--- src/common/leas_pkg.sv ---
package leas_pkg;

   // ---------------------------------------------------------------
   // Widths
   // ---------------------------------------------------------------
   localparam int ADDR_W = 32;
   localparam int DATA_W = 64;

   // ---------------------------------------------------------------
   // Access sizes, instruction classes and unit states
   // ---------------------------------------------------------------
   typedef enum logic [1:0] {
      LEAS_SZ1 = 2'h0,
      LEAS_SZ2 = 2'h1,
      LEAS_SZ4 = 2'h2,
      LEAS_SZ8 = 2'h3
   } leas_size_e;

   typedef enum logic [1:0] {
      LEAS_CL_SINGLE  = 2'h0,
      LEAS_CL_MULTI   = 2'h1,
      LEAS_CL_STRING  = 2'h2,
      LEAS_CL_BARRIER = 2'h3
   } leas_class_e;

   typedef enum logic [2:0] {
      LEAS_IDLE  = 3'h1,
      LEAS_ISSUE = 3'h2,
      LEAS_SPLIT = 3'h4
   } leas_state_e;

   // ---------------------------------------------------------------
   // Byte order encodings and address modifiers
   // ---------------------------------------------------------------
   localparam logic ORDER_BIG = 1'h0;
   localparam logic ORDER_LITTLE = 1'h1;
   localparam logic [2:0] XOR_8B = 3'h0;
   localparam logic [2:0] XOR_4B = 3'h4;
   localparam logic [2:0] XOR_2B = 3'h6;
   localparam logic [2:0] XOR_1B = 3'h7;
   localparam logic [3:0] DWORD_BYTES = 4'h8;

   // ---------------------------------------------------------------
   // Fetch stepping and reset values
   // ---------------------------------------------------------------
   localparam logic [31:0] INSN_STEP = 32'h0000_0004;
   localparam logic [31:0] RST_PC = 32'h0000_0000;
   localparam logic RST_CUR_ORDER = 1'h0;
   localparam logic RST_HND_ORDER = 1'h0;

endpackage

--- src/verilog/leas_unit.sv ---
`timescale 1ns/10ps
module leas_unit
   import leas_pkg::*;
(
   // Clock and reset
   input wire logic sys_clk_in,
   input wire logic reset_in,
   // Byte order mode control
   input wire logic mode_write_in,
   input wire logic mode_cur_in,
   input wire logic mode_hnd_in,
   input wire logic exc_take_in,
   input wire logic [31:0] exc_vector_in,
   output logic cur_order_out,
   output logic hnd_order_out,
   // Misaligned handling option
   input wire logic split_enable_in,
   // Instruction fetch and branches
   input wire logic fetch_advance_in,
   input wire logic branch_in,
   input wire logic branch_abs_in,
   input wire logic branch_link_in,
   input wire logic [31:0] branch_target_in,
   input wire logic [31:0] branch_offset_in,
   output logic [31:0] fetch_pc_out,
   output logic [31:0] fetch_addr_out,
   output logic [31:0] link_out,
   output logic [31:0] saved_pc_out,
   // Data request from the core
   input wire logic req_valid_in,
   output logic req_ready_out,
   input wire logic [31:0] req_ea_in,
   input wire leas_size_e req_size_in,
   input wire leas_class_e req_class_in,
   input wire logic req_store_in,
   input wire logic req_direct_in,
   input wire logic [63:0] req_wdata_in,
   // Answer to the core
   output logic resp_valid_out,
   output logic resp_align_exc_out,
   output logic [63:0] resp_rdata_out,
   // Memory side
   output logic mem_valid_out,
   input wire logic mem_ready_in,
   output logic [31:0] mem_addr_out,
   output leas_size_e mem_size_out,
   output logic mem_store_out,
   output logic mem_direct_out,
   output logic [63:0] mem_wdata_out,
   input wire logic [63:0] mem_rdata_in
);

   // ---------------------------------------------------------------
   // Decoding helpers
   // ---------------------------------------------------------------
   function automatic logic [3:0] size_bytes(input leas_size_e sz);
      case (sz)
         LEAS_SZ1: size_bytes = 4'h1;
         LEAS_SZ2: size_bytes = 4'h2;
         LEAS_SZ4: size_bytes = 4'h4;
         default: size_bytes = 4'h8;
      endcase
   endfunction

   function automatic logic [2:0] munge_mask(input leas_size_e sz, input logic order);
      if (order == ORDER_BIG) begin
         munge_mask = XOR_8B;
      end else begin
         case (sz)
            LEAS_SZ1: munge_mask = XOR_1B;
            LEAS_SZ2: munge_mask = XOR_2B;
            LEAS_SZ4: munge_mask = XOR_4B;
            default: munge_mask = XOR_8B;
         endcase
      end
   endfunction

   // ---------------------------------------------------------------
   // State
   // ---------------------------------------------------------------
   typedef struct packed {
      leas_state_e state;
      logic cur;
      logic hnd;
      logic [31:0] pc;
      logic [31:0] fetch_addr;
      logic [31:0] link;
      logic [31:0] saved_pc;
      logic mem_valid;
      logic [31:0] mem_addr;
      leas_size_e mem_size;
      logic mem_store;
      logic mem_direct;
      logic [63:0] mem_wdata;
      logic [31:0] base_ea;
      logic [2:0] byte_idx;
      logic [2:0] byte_last;
      logic [63:0] wdata_hold;
      logic resp_valid;
      logic resp_exc;
      logic [63:0] resp_rdata;
   } leas_regs_s;

   leas_regs_s r;
   leas_regs_s next_r;

   logic req_take;
   logic [3:0] req_cnt;
   logic req_mis;
   logic req_fits;
   logic req_nonscalar;
   logic [2:0] next_idx;
   logic [31:0] next_byte_addr;

   assign req_take = req_valid_in && (r.state == LEAS_IDLE);
   assign req_cnt = size_bytes(req_size_in);
   // Judged on the effective address, before any modification
   assign req_mis = |(req_ea_in[2:0] & (req_cnt[2:0] - 3'h1));
   assign req_fits = ({1'b0, req_ea_in[2:0]} + req_cnt) <= DWORD_BYTES;
   assign req_nonscalar = (req_class_in == LEAS_CL_MULTI) || (req_class_in == LEAS_CL_STRING);
   assign next_idx = r.byte_idx + 3'h1;
   assign next_byte_addr = r.base_ea + {29'h0, next_idx};

   // ---------------------------------------------------------------
   // Next state
   // ---------------------------------------------------------------
   always_comb begin
      next_r = r;
      next_r.resp_valid = 1'b0;
      next_r.resp_exc = 1'b0;

      // Handler context wins over a plain mode write
      if (exc_take_in) begin
         next_r.cur = r.hnd;
      end else if (mode_write_in) begin
         next_r.cur = mode_cur_in;
         next_r.hnd = mode_hnd_in;
      end

      // Fetch side works wholly on unmodified addresses
      if (exc_take_in) begin
         next_r.saved_pc = r.pc;
         next_r.pc = exc_vector_in;
      end else if (branch_in) begin
         if (branch_link_in) begin
            next_r.link = r.pc + INSN_STEP;
         end
         if (branch_abs_in) begin
            next_r.pc = branch_target_in;
         end else begin
            next_r.pc = r.pc + branch_offset_in;
         end
      end else if (fetch_advance_in) begin
         next_r.pc = r.pc + INSN_STEP;
      end
      // Only the copy sent to memory is modified
      next_r.fetch_addr = next_r.pc ^ {29'h0, munge_mask(LEAS_SZ4, next_r.cur)};

      case (r.state)
         LEAS_IDLE: begin
            if (req_valid_in) begin
               if ((r.cur == ORDER_LITTLE) && req_nonscalar) begin
                  next_r.resp_valid = 1'b1;
                  next_r.resp_exc = 1'b1;
               end else if (req_class_in == LEAS_CL_BARRIER) begin
                  // Plain barrier carries no address
                  next_r.resp_valid = 1'b1;
               end else if ((r.cur == ORDER_LITTLE) && req_mis) begin
                  if (split_enable_in && req_fits) begin
                     next_r.state = LEAS_SPLIT;
                     next_r.base_ea = req_ea_in;
                     next_r.byte_idx = 3'h0;
                     next_r.byte_last = req_cnt[2:0] - 3'h1;
                     next_r.wdata_hold = req_wdata_in;
                     next_r.resp_rdata = 64'h0;
                     next_r.mem_valid = 1'b1;
                     next_r.mem_addr = req_ea_in ^ {29'h0, XOR_1B};
                     next_r.mem_size = LEAS_SZ1;
                     next_r.mem_store = req_store_in;
                     next_r.mem_direct = req_direct_in;
                     next_r.mem_wdata = {56'h0, req_wdata_in[7:0]};
                  end else begin
                     // Spanning two double words, or splitting off
                     next_r.resp_valid = 1'b1;
                     next_r.resp_exc = 1'b1;
                  end
               end else begin
                  next_r.state = LEAS_ISSUE;
                  next_r.mem_valid = 1'b1;
                  // Direct-store takes the same path as data
                  next_r.mem_addr = req_ea_in ^ {29'h0, munge_mask(req_size_in, r.cur)};
                  next_r.mem_size = req_size_in;
                  next_r.mem_store = req_store_in;
                  next_r.mem_direct = req_direct_in;
                  next_r.mem_wdata = req_wdata_in;
               end
            end
         end
         LEAS_ISSUE: begin
            if (mem_ready_in) begin
               next_r.state = LEAS_IDLE;
               next_r.mem_valid = 1'b0;
               next_r.resp_valid = 1'b1;
               next_r.resp_rdata = r.mem_store ? 64'h0 : mem_rdata_in;
            end
         end
         LEAS_SPLIT: begin
            if (mem_ready_in) begin
               if (!r.mem_store) begin
                  // Byte i of the value belongs at address ea+i
                  next_r.resp_rdata[{r.byte_idx, 3'h0} +: 8] = mem_rdata_in[7:0];
               end
               if (r.byte_idx == r.byte_last) begin
                  next_r.state = LEAS_IDLE;
                  next_r.mem_valid = 1'b0;
                  next_r.resp_valid = 1'b1;
               end else begin
                  next_r.byte_idx = next_idx;
                  next_r.mem_addr = next_byte_addr ^ {29'h0, XOR_1B};
                  next_r.mem_wdata = {56'h0, r.wdata_hold[{next_idx, 3'h0} +: 8]};
               end
            end
         end
         default: begin
            next_r.state = LEAS_IDLE;
            next_r.mem_valid = 1'b0;
         end
      endcase
   end

   // ---------------------------------------------------------------
   // Registers
   // ---------------------------------------------------------------
   always_ff @(posedge sys_clk_in or posedge reset_in) begin
      if (reset_in) begin
         r <= '0;
         r.state <= LEAS_IDLE;
         r.cur <= RST_CUR_ORDER;
         r.hnd <= RST_HND_ORDER;
         r.pc <= RST_PC;
         r.fetch_addr <= RST_PC;
         r.mem_size <= LEAS_SZ1;
      end else begin
         r <= next_r;
      end
   end

   // ---------------------------------------------------------------
   // Outputs
   // ---------------------------------------------------------------
   assign cur_order_out = r.cur;
   assign hnd_order_out = r.hnd;
   assign fetch_pc_out = r.pc;
   assign fetch_addr_out = r.fetch_addr;
   assign link_out = r.link;
   assign saved_pc_out = r.saved_pc;
   assign req_ready_out = (r.state == LEAS_IDLE);
   assign resp_valid_out = r.resp_valid;
   assign resp_align_exc_out = r.resp_exc;
   assign resp_rdata_out = r.resp_rdata;
   assign mem_valid_out = r.mem_valid;
   assign mem_addr_out = r.mem_addr;
   assign mem_size_out = r.mem_size;
   assign mem_store_out = r.mem_store;
   assign mem_direct_out = r.mem_direct;
   assign mem_wdata_out = r.mem_wdata;

   // ---------------------------------------------------------------
   // Checks
   // ---------------------------------------------------------------
   a_exc_mode_copy: assert property (
      @(posedge sys_clk_in) disable iff (reset_in)
      exc_take_in |=> (cur_order_out == $past(hnd_order_out)))
      else $error("current order not taken from handler bit");

   a_le_word_munge: assert property (
      @(posedge sys_clk_in) disable iff (reset_in)
      (req_take && r.cur && req_class_in == LEAS_CL_SINGLE && req_size_in == LEAS_SZ4 && !req_mis)
      |=> (mem_valid_out && mem_addr_out == ($past(req_ea_in) ^ 32'h0000_0004)))
      else $error("word address not modified by 0b100");

   a_be_no_munge: assert property (
      @(posedge sys_clk_in) disable iff (reset_in)
      (req_take && !r.cur && req_class_in == LEAS_CL_SINGLE)
      |=> (mem_valid_out && mem_addr_out == $past(req_ea_in)))
      else $error("big endian address was modified");

   a_data_unchanged: assert property (
      @(posedge sys_clk_in) disable iff (reset_in)
      (req_take && req_class_in == LEAS_CL_SINGLE && !(r.cur && req_mis))
      |=> (mem_wdata_out == $past(req_wdata_in)) throughout (mem_valid_out [*1]))
      else $error("store data altered on the way out");

   a_nonscalar_fault: assert property (
      @(posedge sys_clk_in) disable iff (reset_in)
      (req_take && r.cur && req_nonscalar)
      |=> (resp_valid_out && resp_align_exc_out && !mem_valid_out))
      else $error("multiple or string not faulted in little endian");

   a_mis_fault: assert property (
      @(posedge sys_clk_in) disable iff (reset_in)
      (req_take && r.cur && req_class_in == LEAS_CL_SINGLE && req_mis && !split_enable_in)
      |=> (resp_valid_out && resp_align_exc_out))
      else $error("misaligned little endian access not faulted");

   a_split_bytes: assert property (
      @(posedge sys_clk_in) disable iff (reset_in)
      (r.state == LEAS_SPLIT && mem_valid_out)
      |-> (mem_size_out == LEAS_SZ1 && mem_addr_out[2:0] == ((r.base_ea[2:0] + r.byte_idx) ^ 3'h7)))
      else $error("split byte at wrong address");

   a_split_done: assert property (
      @(posedge sys_clk_in) disable iff (reset_in)
      (req_take && r.cur && req_class_in == LEAS_CL_SINGLE && req_mis
       && split_enable_in && req_fits)
      |=> ##[1:80] (resp_valid_out && !resp_align_exc_out))
      else $error("split access did not finish in eighty cycles");

   a_fetch_step: assert property (
      @(posedge sys_clk_in) disable iff (reset_in)
      (fetch_advance_in && !branch_in && !exc_take_in)
      |=> (fetch_pc_out == $past(fetch_pc_out) + 32'h0000_0004))
      else $error("fetch did not step by four");

   a_fetch_munge: assert property (
      @(posedge sys_clk_in) disable iff (reset_in)
      fetch_addr_out == (fetch_pc_out ^ (cur_order_out ? 32'h0000_0004 : 32'h0000_0000)))
      else $error("fetch address modifier wrong");

   a_rel_branch: assert property (
      @(posedge sys_clk_in) disable iff (reset_in)
      (branch_in && !branch_abs_in && !exc_take_in)
      |=> (fetch_pc_out == $past(fetch_pc_out) + $past(branch_offset_in)))
      else $error("relative target not from own address");

   a_link_plain: assert property (
      @(posedge sys_clk_in) disable iff (reset_in)
      (branch_in && branch_link_in && !exc_take_in)
      |=> (link_out == $past(fetch_pc_out) + 32'h0000_0004))
      else $error("link value not the unmodified next address");

endmodule
--- config.mk ---
export PLATFORM = sky130hd
export DESIGN_NAME = leas_unit
export DESIGN_NICKNAME = d
export VERILOG_FILES = /design/src/common/leas_pkg.sv /design/src/verilog/leas_unit.sv
export SDC_FILE = /design/constraint.sdc
export NUM_CORES = 1
export LEC_CHECK = 0
export ABC_AREA = 1
export BUFFER_PORTS_ARGS = -buffer_cell sky130_fd_sc_hd__buf_4
export CELL_PAD_IN_SITES_DETAIL_PLACEMENT = 1
export CELL_PAD_IN_SITES_GLOBAL_PLACEMENT = 1
export CORE_ASPECT_RATIO = 0.75
export CORE_MARGIN = 5
export CORE_UTILIZATION = 35
export DETAILED_ROUTE_END_ITERATION = 8
export GPL_TIMING_DRIVEN = 0
export PLACE_DENSITY = 0.79
export SETUP_SLACK_MARGIN = 0.3
export SLEW_MARGIN = 25
export SYNTH_ARGS = -nofsm -noshare
export SYNTH_HDL_FRONTEND = slang
export SYNTH_SLANG_ARGS = --single-unit
--- constraint.sdc ---
create_clock -name sys_clk_in -period 13.69 [get_ports sys_clk_in]
set_input_delay 2.738 -clock sys_clk_in [delete_from_list [all_inputs] [get_ports sys_clk_in]]
set_output_delay 2.738 -clock sys_clk_in [all_outputs]
set_load 0.05 [all_outputs]
## Yosys cells after proc, flatten, opt, wreduce, memory -nomap -nowiden

Cells that the tools add are included.

- Multiplexer cells: 64
- Reduce and logical (&&, ||, !) cells: 16
- Bitwise gates (word level): 8
- Shift operators: 3
- $lt $le $gt $ge: 1
- $add $sub $neg: 7
- Eq/ne operators: 21

Operators with widths:

| kind | number |
|---|---|
| $mux W203 | 8 |
| $mux W64 | 8 |
| $mux W269 | 1 |
| $pmux W64 S3 | 1 |
| $mux W168 | 1 |
| $mux W32 | 5 |
| $pmux W64 S2 | 1 |
| $mux W101 | 1 |
| $mux W65 | 1 |
| $bwmux W64 | 1 |
| $pmux W32 S2 | 1 |
| $shift A8 B8 Y64 const A | 1 |
| $shiftx A64 B7 Y8 | 1 |
| $shiftx A8 B8 Y64 | 1 |
| $xor A32 B3 Y32 | 2 |
| $mux W3 | 17 |
| $mux W33 | 1 |
| $add A32 B3 Y32 | 1 |
| $add A32 B3 Y32 const B | 1 |
| $add A32 B32 Y32 | 1 |
| $pmux W3 S3 | 2 |
| $ne A2 B2 Y1 const B | 8 |
| $reduce_and A7 Y1 | 2 |
| $pmux W4 S3 | 1 |
| other kinds (33) | 52 |

- Input port bits: 275
- Logic and storage cells: 140
- Register bits after elaboration: 402
- Output and inout port bits: 298

## Logic depth before layout (Yosys ltp)

- Word-level depth: 17
- Depth in mapped cells: 21
- Mapped depth without buffers: 18

## Worst setup path after synthesis

Ideal clock, no wire load.

- Kind: input to register
- Start point: input port req_size_in[1]
- End point: register r (netlist bit resp_rdata_out[2])
- Stages: 14
- Path slack: 9,037 ps
- Library setup time: 120 ps
- Arrival time: 4,533 ps
- Data required time: 13,570 ps
- Path buffers: 2
- Path through: nor2_1 ha_1 inv_1 fa_1 xor2_1 nand3b_1 nand2_1 nand2_1 o21ai_1 nand2_1 buf_6 buf_4 nor2_1 a21oi_2

- Longest elaborated chain between the ends: 8
- Elaborated cells on any way between the ends: 14
- Those cells by class: 2 x add/sub; 1 x order compare; 4 x eq/ne; 1 x mux; 1 x bitwise; 5 x reduce/logical

RTL lines:

| what | line | source |
|---|---|---|
| start: declaration | leas_unit.sv:33 | `input wire leas_size_e req_size_in,` |
| $eq A2 B2 Y1, or another cell as far along | leas_unit.sv:57 | `case (sz)` |
| $pmux W4 S3 * | leas_unit.sv:57 |  |
| branches (longest 5 deep; another with $add A3 B4 Y4) | -- |  |
| $reduce_and A9 Y1 (no line) * | -- |  |
| end signal: assignment | leas_unit.sv:244 | `r <= next_r;` |
| end: declaration | leas_unit.sv:104 | `leas_regs_s r;` |

Every way passes the cells marked *.
A chain may end at the register's enable or synchronous reset.

## Worst setup path after layout

- Start point: input port req_size_in[1]
- End point: register r (netlist bit mem_wdata_out[43])

- Longest elaborated chain between the ends: 11
- Elaborated cells on any way between the ends: 18
- Those cells by class: 2 x add/sub; 1 x order compare; 3 x eq/ne; 6 x mux; 1 x bitwise; 5 x reduce/logical

RTL lines:

| what | line | source |
|---|---|---|
| $eq A2 B2 Y1, or another cell as far along | leas_unit.sv:57 |  |
| $pmux W4 S3 * | leas_unit.sv:57 |  |
| $sub A3 B1 Y3 | leas_unit.sv:118 | `assign req_mis = \|(req_ea_in[2:0] & (req_cnt[2:0] - 3'h1));` |
| $and A3 B3 Y3 | leas_unit.sv:118 |  |
| $reduce_or A3 Y1 | leas_unit.sv:118 |  |
| $logic_and A1 B1 Y1 | leas_unit.sv:168 | `end else if ((r.cur == ORDER_LITTLE) && req_mis) begin` |
| $mux W101 | leas_unit.sv:168 |  |
| $mux W203 | leas_unit.sv:165 | `end else if (req_class_in == LEAS_CL_BARRIER) begin` |
| $mux W203 | leas_unit.sv:162 | `if ((r.cur == ORDER_LITTLE) && req_nonscalar) begin` |
| $mux W269 | leas_unit.sv:161 | `if (req_valid_in) begin` |
| $pmux W64 S2 | leas_unit.sv:159 | `case (r.state)` |

Every way passes the cells marked *; elsewhere a longest branch is shown, timed or not. The select of a mux whose other input is x is not followed.

==> run metrics <==
outcome complete, no violations; Clock Path Buffers 3; Area after DPL 29700 µm²; IO buf count 571; # DRC 0; flops & latches, synth 371; Max-cap violations 0; final period utilization 35.5%; reg2reg path depth 20; detailed-route wire length per cell 21.9 µm; Post-synth top flop dfrtp_1; Die Y 237 µm; # placed instances 4801; Initial Util 35.3%; post-CTS sizing 0; HP Class flop to flop; HPWL after DPL 85300 µm; CP endpoint kind flop; Die Wd 313 µm; minimum clock period 4.85 ns; GRT Total Usage 27.3%; first-pass GRT wire length 158000 µm; DRT iter0 DRCs 2043; sequential share of the synthesized area 38.5%; Ys Warns 0; initial antenna violation count 4; largest net degree at the start of global routing 82; vias in the first global route 25300; Critical Path RT 14.13 ns; share of post-route cells with drive strength above 1 28.2%; Num CTS Buffers 44; most frequent cell on the critical path nor2_1; WP data arrival 5.30 ns; RSZ-0062 raised after global routing false; later-pin clock latency in the skew report 0.60 ns; Slew headroom 37.5%; io pins 573; worst vdd ir 0.116 mV; cells after synthesis 3333; post-synth cell types 48; Hold WS 0.472 ns; Clock transition at path regs 0.06 ns; Final Cell Area 31300 µm²; vias post-DR 25000; vias per inst 5.12; area of the die 74300 µm²; number of flops mapped to enable cells by yosys 0; Net count, final 4277; Mapped Nets 3655; RePlAce Congestion 0.936; antenna-violating nets left 0; CP Class primary input to flop; Worst Hold Depth 2; GRT Residual Overflow 0; final hold viol count 0; FILL cells 8706; Tot Pwr 6940 µW; Util after Layout 45.8%; core area 68300 µm²; Tightest Pin Transition 0.937 ns; Crit path largest cell delay 0.42 ns; CTS Root Cell clkbuf_16; CTS Sinks 371; # setup viols final 0; Clock H-tree levels 2; CTS tree yes; # rows 83; PwrDens 222 nW/µm²; share of flip-flops with an asynchronous set or reset 100%; worst-path fanout max 10; Syn Std Cell Area 24100 µm²; Clock Skew 0.0336 ns; R2R Setup Slk 9.12 ns; Startpoint Class primary input; Final Max Slew Viols 0; f_max 0.206 GHz; slowest CP cell clkbuf_1; Post-CTS Hold Buffers 0; Post-CTS Repair Setup Buffers 0; leakage power 0.0166 µW; Area Overhead vs Synth 29.6%; Post-Route WL 107000 µm; Final Non-Filler Cells 4885; syn avg cell area 7.24 µm²; crit-path cells buf_4, nor2_1, inv_1, ha_1, nor2_1, nor2_1, o21ai_2, nand2_2, inv_2, nand3_1, nand3_2, clkbuf_1, o21ai_0; 1st-pass router iterations 5
## critical path: cells and delay by family
family	cells	cell delay [ns]
compound gates	2	0.25
fa+ha+maj	1	0.34
buf+inv	4	0.94
simple gates	6	1.02
## where the power goes
group / internal [µW] / leakage [µW] / switching (µW)
registers: 1520 / 0.00463 / 332
clock network: 801 / 0.000781 / 529
logic: 1280 / 0.0112 / 2470
## worst paths after layout
path | start | endpoint
setup / recovery | req_size_in[1] | mem_wdata_out[43]
hold / removal | r[74] | r[74]
setup reg to reg | r[133] | mem_addr_out[26]
hold reg to reg | r[74] | r[74]
max in group asynchronous | reset_in | resp_rdata_out[57]
min in group asynchronous | reset_in | saved_pc_out[1]
## through the flow
step	TNS, ns	setup WS, ns
global placement	-1645.59	-4.52
global route	0	8.71
floorplan	0	0.651
finish	0	8.84
CTS	0	8.91
detailed placement	0	8.27
## final cells by class
class	instances	area [µm²]	share of cell area, %
Multi-Input combinational cell	2155	10400	33.4
Antenna cell	5	12.5	0.0400
Sequential cell	371	9290	29.7
Clock buffer	58	1210	3.89
Clock inverter	21	368	1.18
Inverter	377	1420	4.55
Tap cell	892	1120	3.57
Timing Repair Buffer	576	4420	14.2
Buffer	430	2970	9.50
## layer usage
| metal | up-vias | track usage [%] | wire [µm] |
|---|---|---|---|
| met4 | 2 | 5.33 | 1980 |
| met1 | 12400 | 39.6 | 49400 |
| met2 | 845 | 43.4 | 47900 |
| met3 | 125 | 4.65 | 7530 |
| met5 | - | 0 | 13 |
| li1 | 11600 | - | - |
## synthesized netlist by cell type (38+ instances only)
cell type | instances | area [µm²]
nor2_1 | 288 | 1080
o21ai_0 | 316 | 1580
a21oi_1 | 190 | 951
dfrtp_1 | 370 | 9260
clkbuf_1 | 67 | 251
nand3_1 | 157 | 786
o21ai_1 | 47 | 235
xor2_1 | 38 | 333
buf_4 | 306 | 2300
a21oi_2 | 62 | 543
ha_1 | 44 | 551
inv_1 | 362 | 1360
nand2_1 | 853 | 3200
## layout by cell type (no fill, tap or decap), drive strengths merged, types with 12 or more instances in the layout
cell type / n
nand2: 855
ha: 44
buf: 939
clkbuf: 125
a21oi: 252
a22oi: 12
nor2: 300
inv: 381
xor2: 38
nand3: 163
o21ai: 366
nand4: 27
dfrtp: 370
nor3: 35
## cell families after synthesis
logic type | count (synthesis) | synth area share, %
simple gates | 1399 | 23.9
buf+inv | 807 | 18.2
compound gates | 663 | 15.2
flops | 371 | 38.5
fa+ha+maj | 47 | 2.53
xor+xnor | 46 | 1.67
## sequential cells by signal (all words and copies together), names as in the netlist
| register | cells |
|---|---|
| mem_addr_out | 32 |
| r | 105 |
| mem_store_out | 1 |
| fetch_pc_out | 1 |
| fetch_addr_out | 32 |
| resp_valid_out | 1 |
| link_out | 32 |
| mem_size_out | 2 |
| resp_rdata_out | 64 |
| mem_wdata_out | 64 |
| mem_valid_out | 1 |
| mem_direct_out | 1 |
| hnd_order_out | 1 |
| cur_order_out | 1 |
| saved_pc_out | 32 |
| resp_align_exc_out | 1 |
Power figures use the tool's default switching activity.
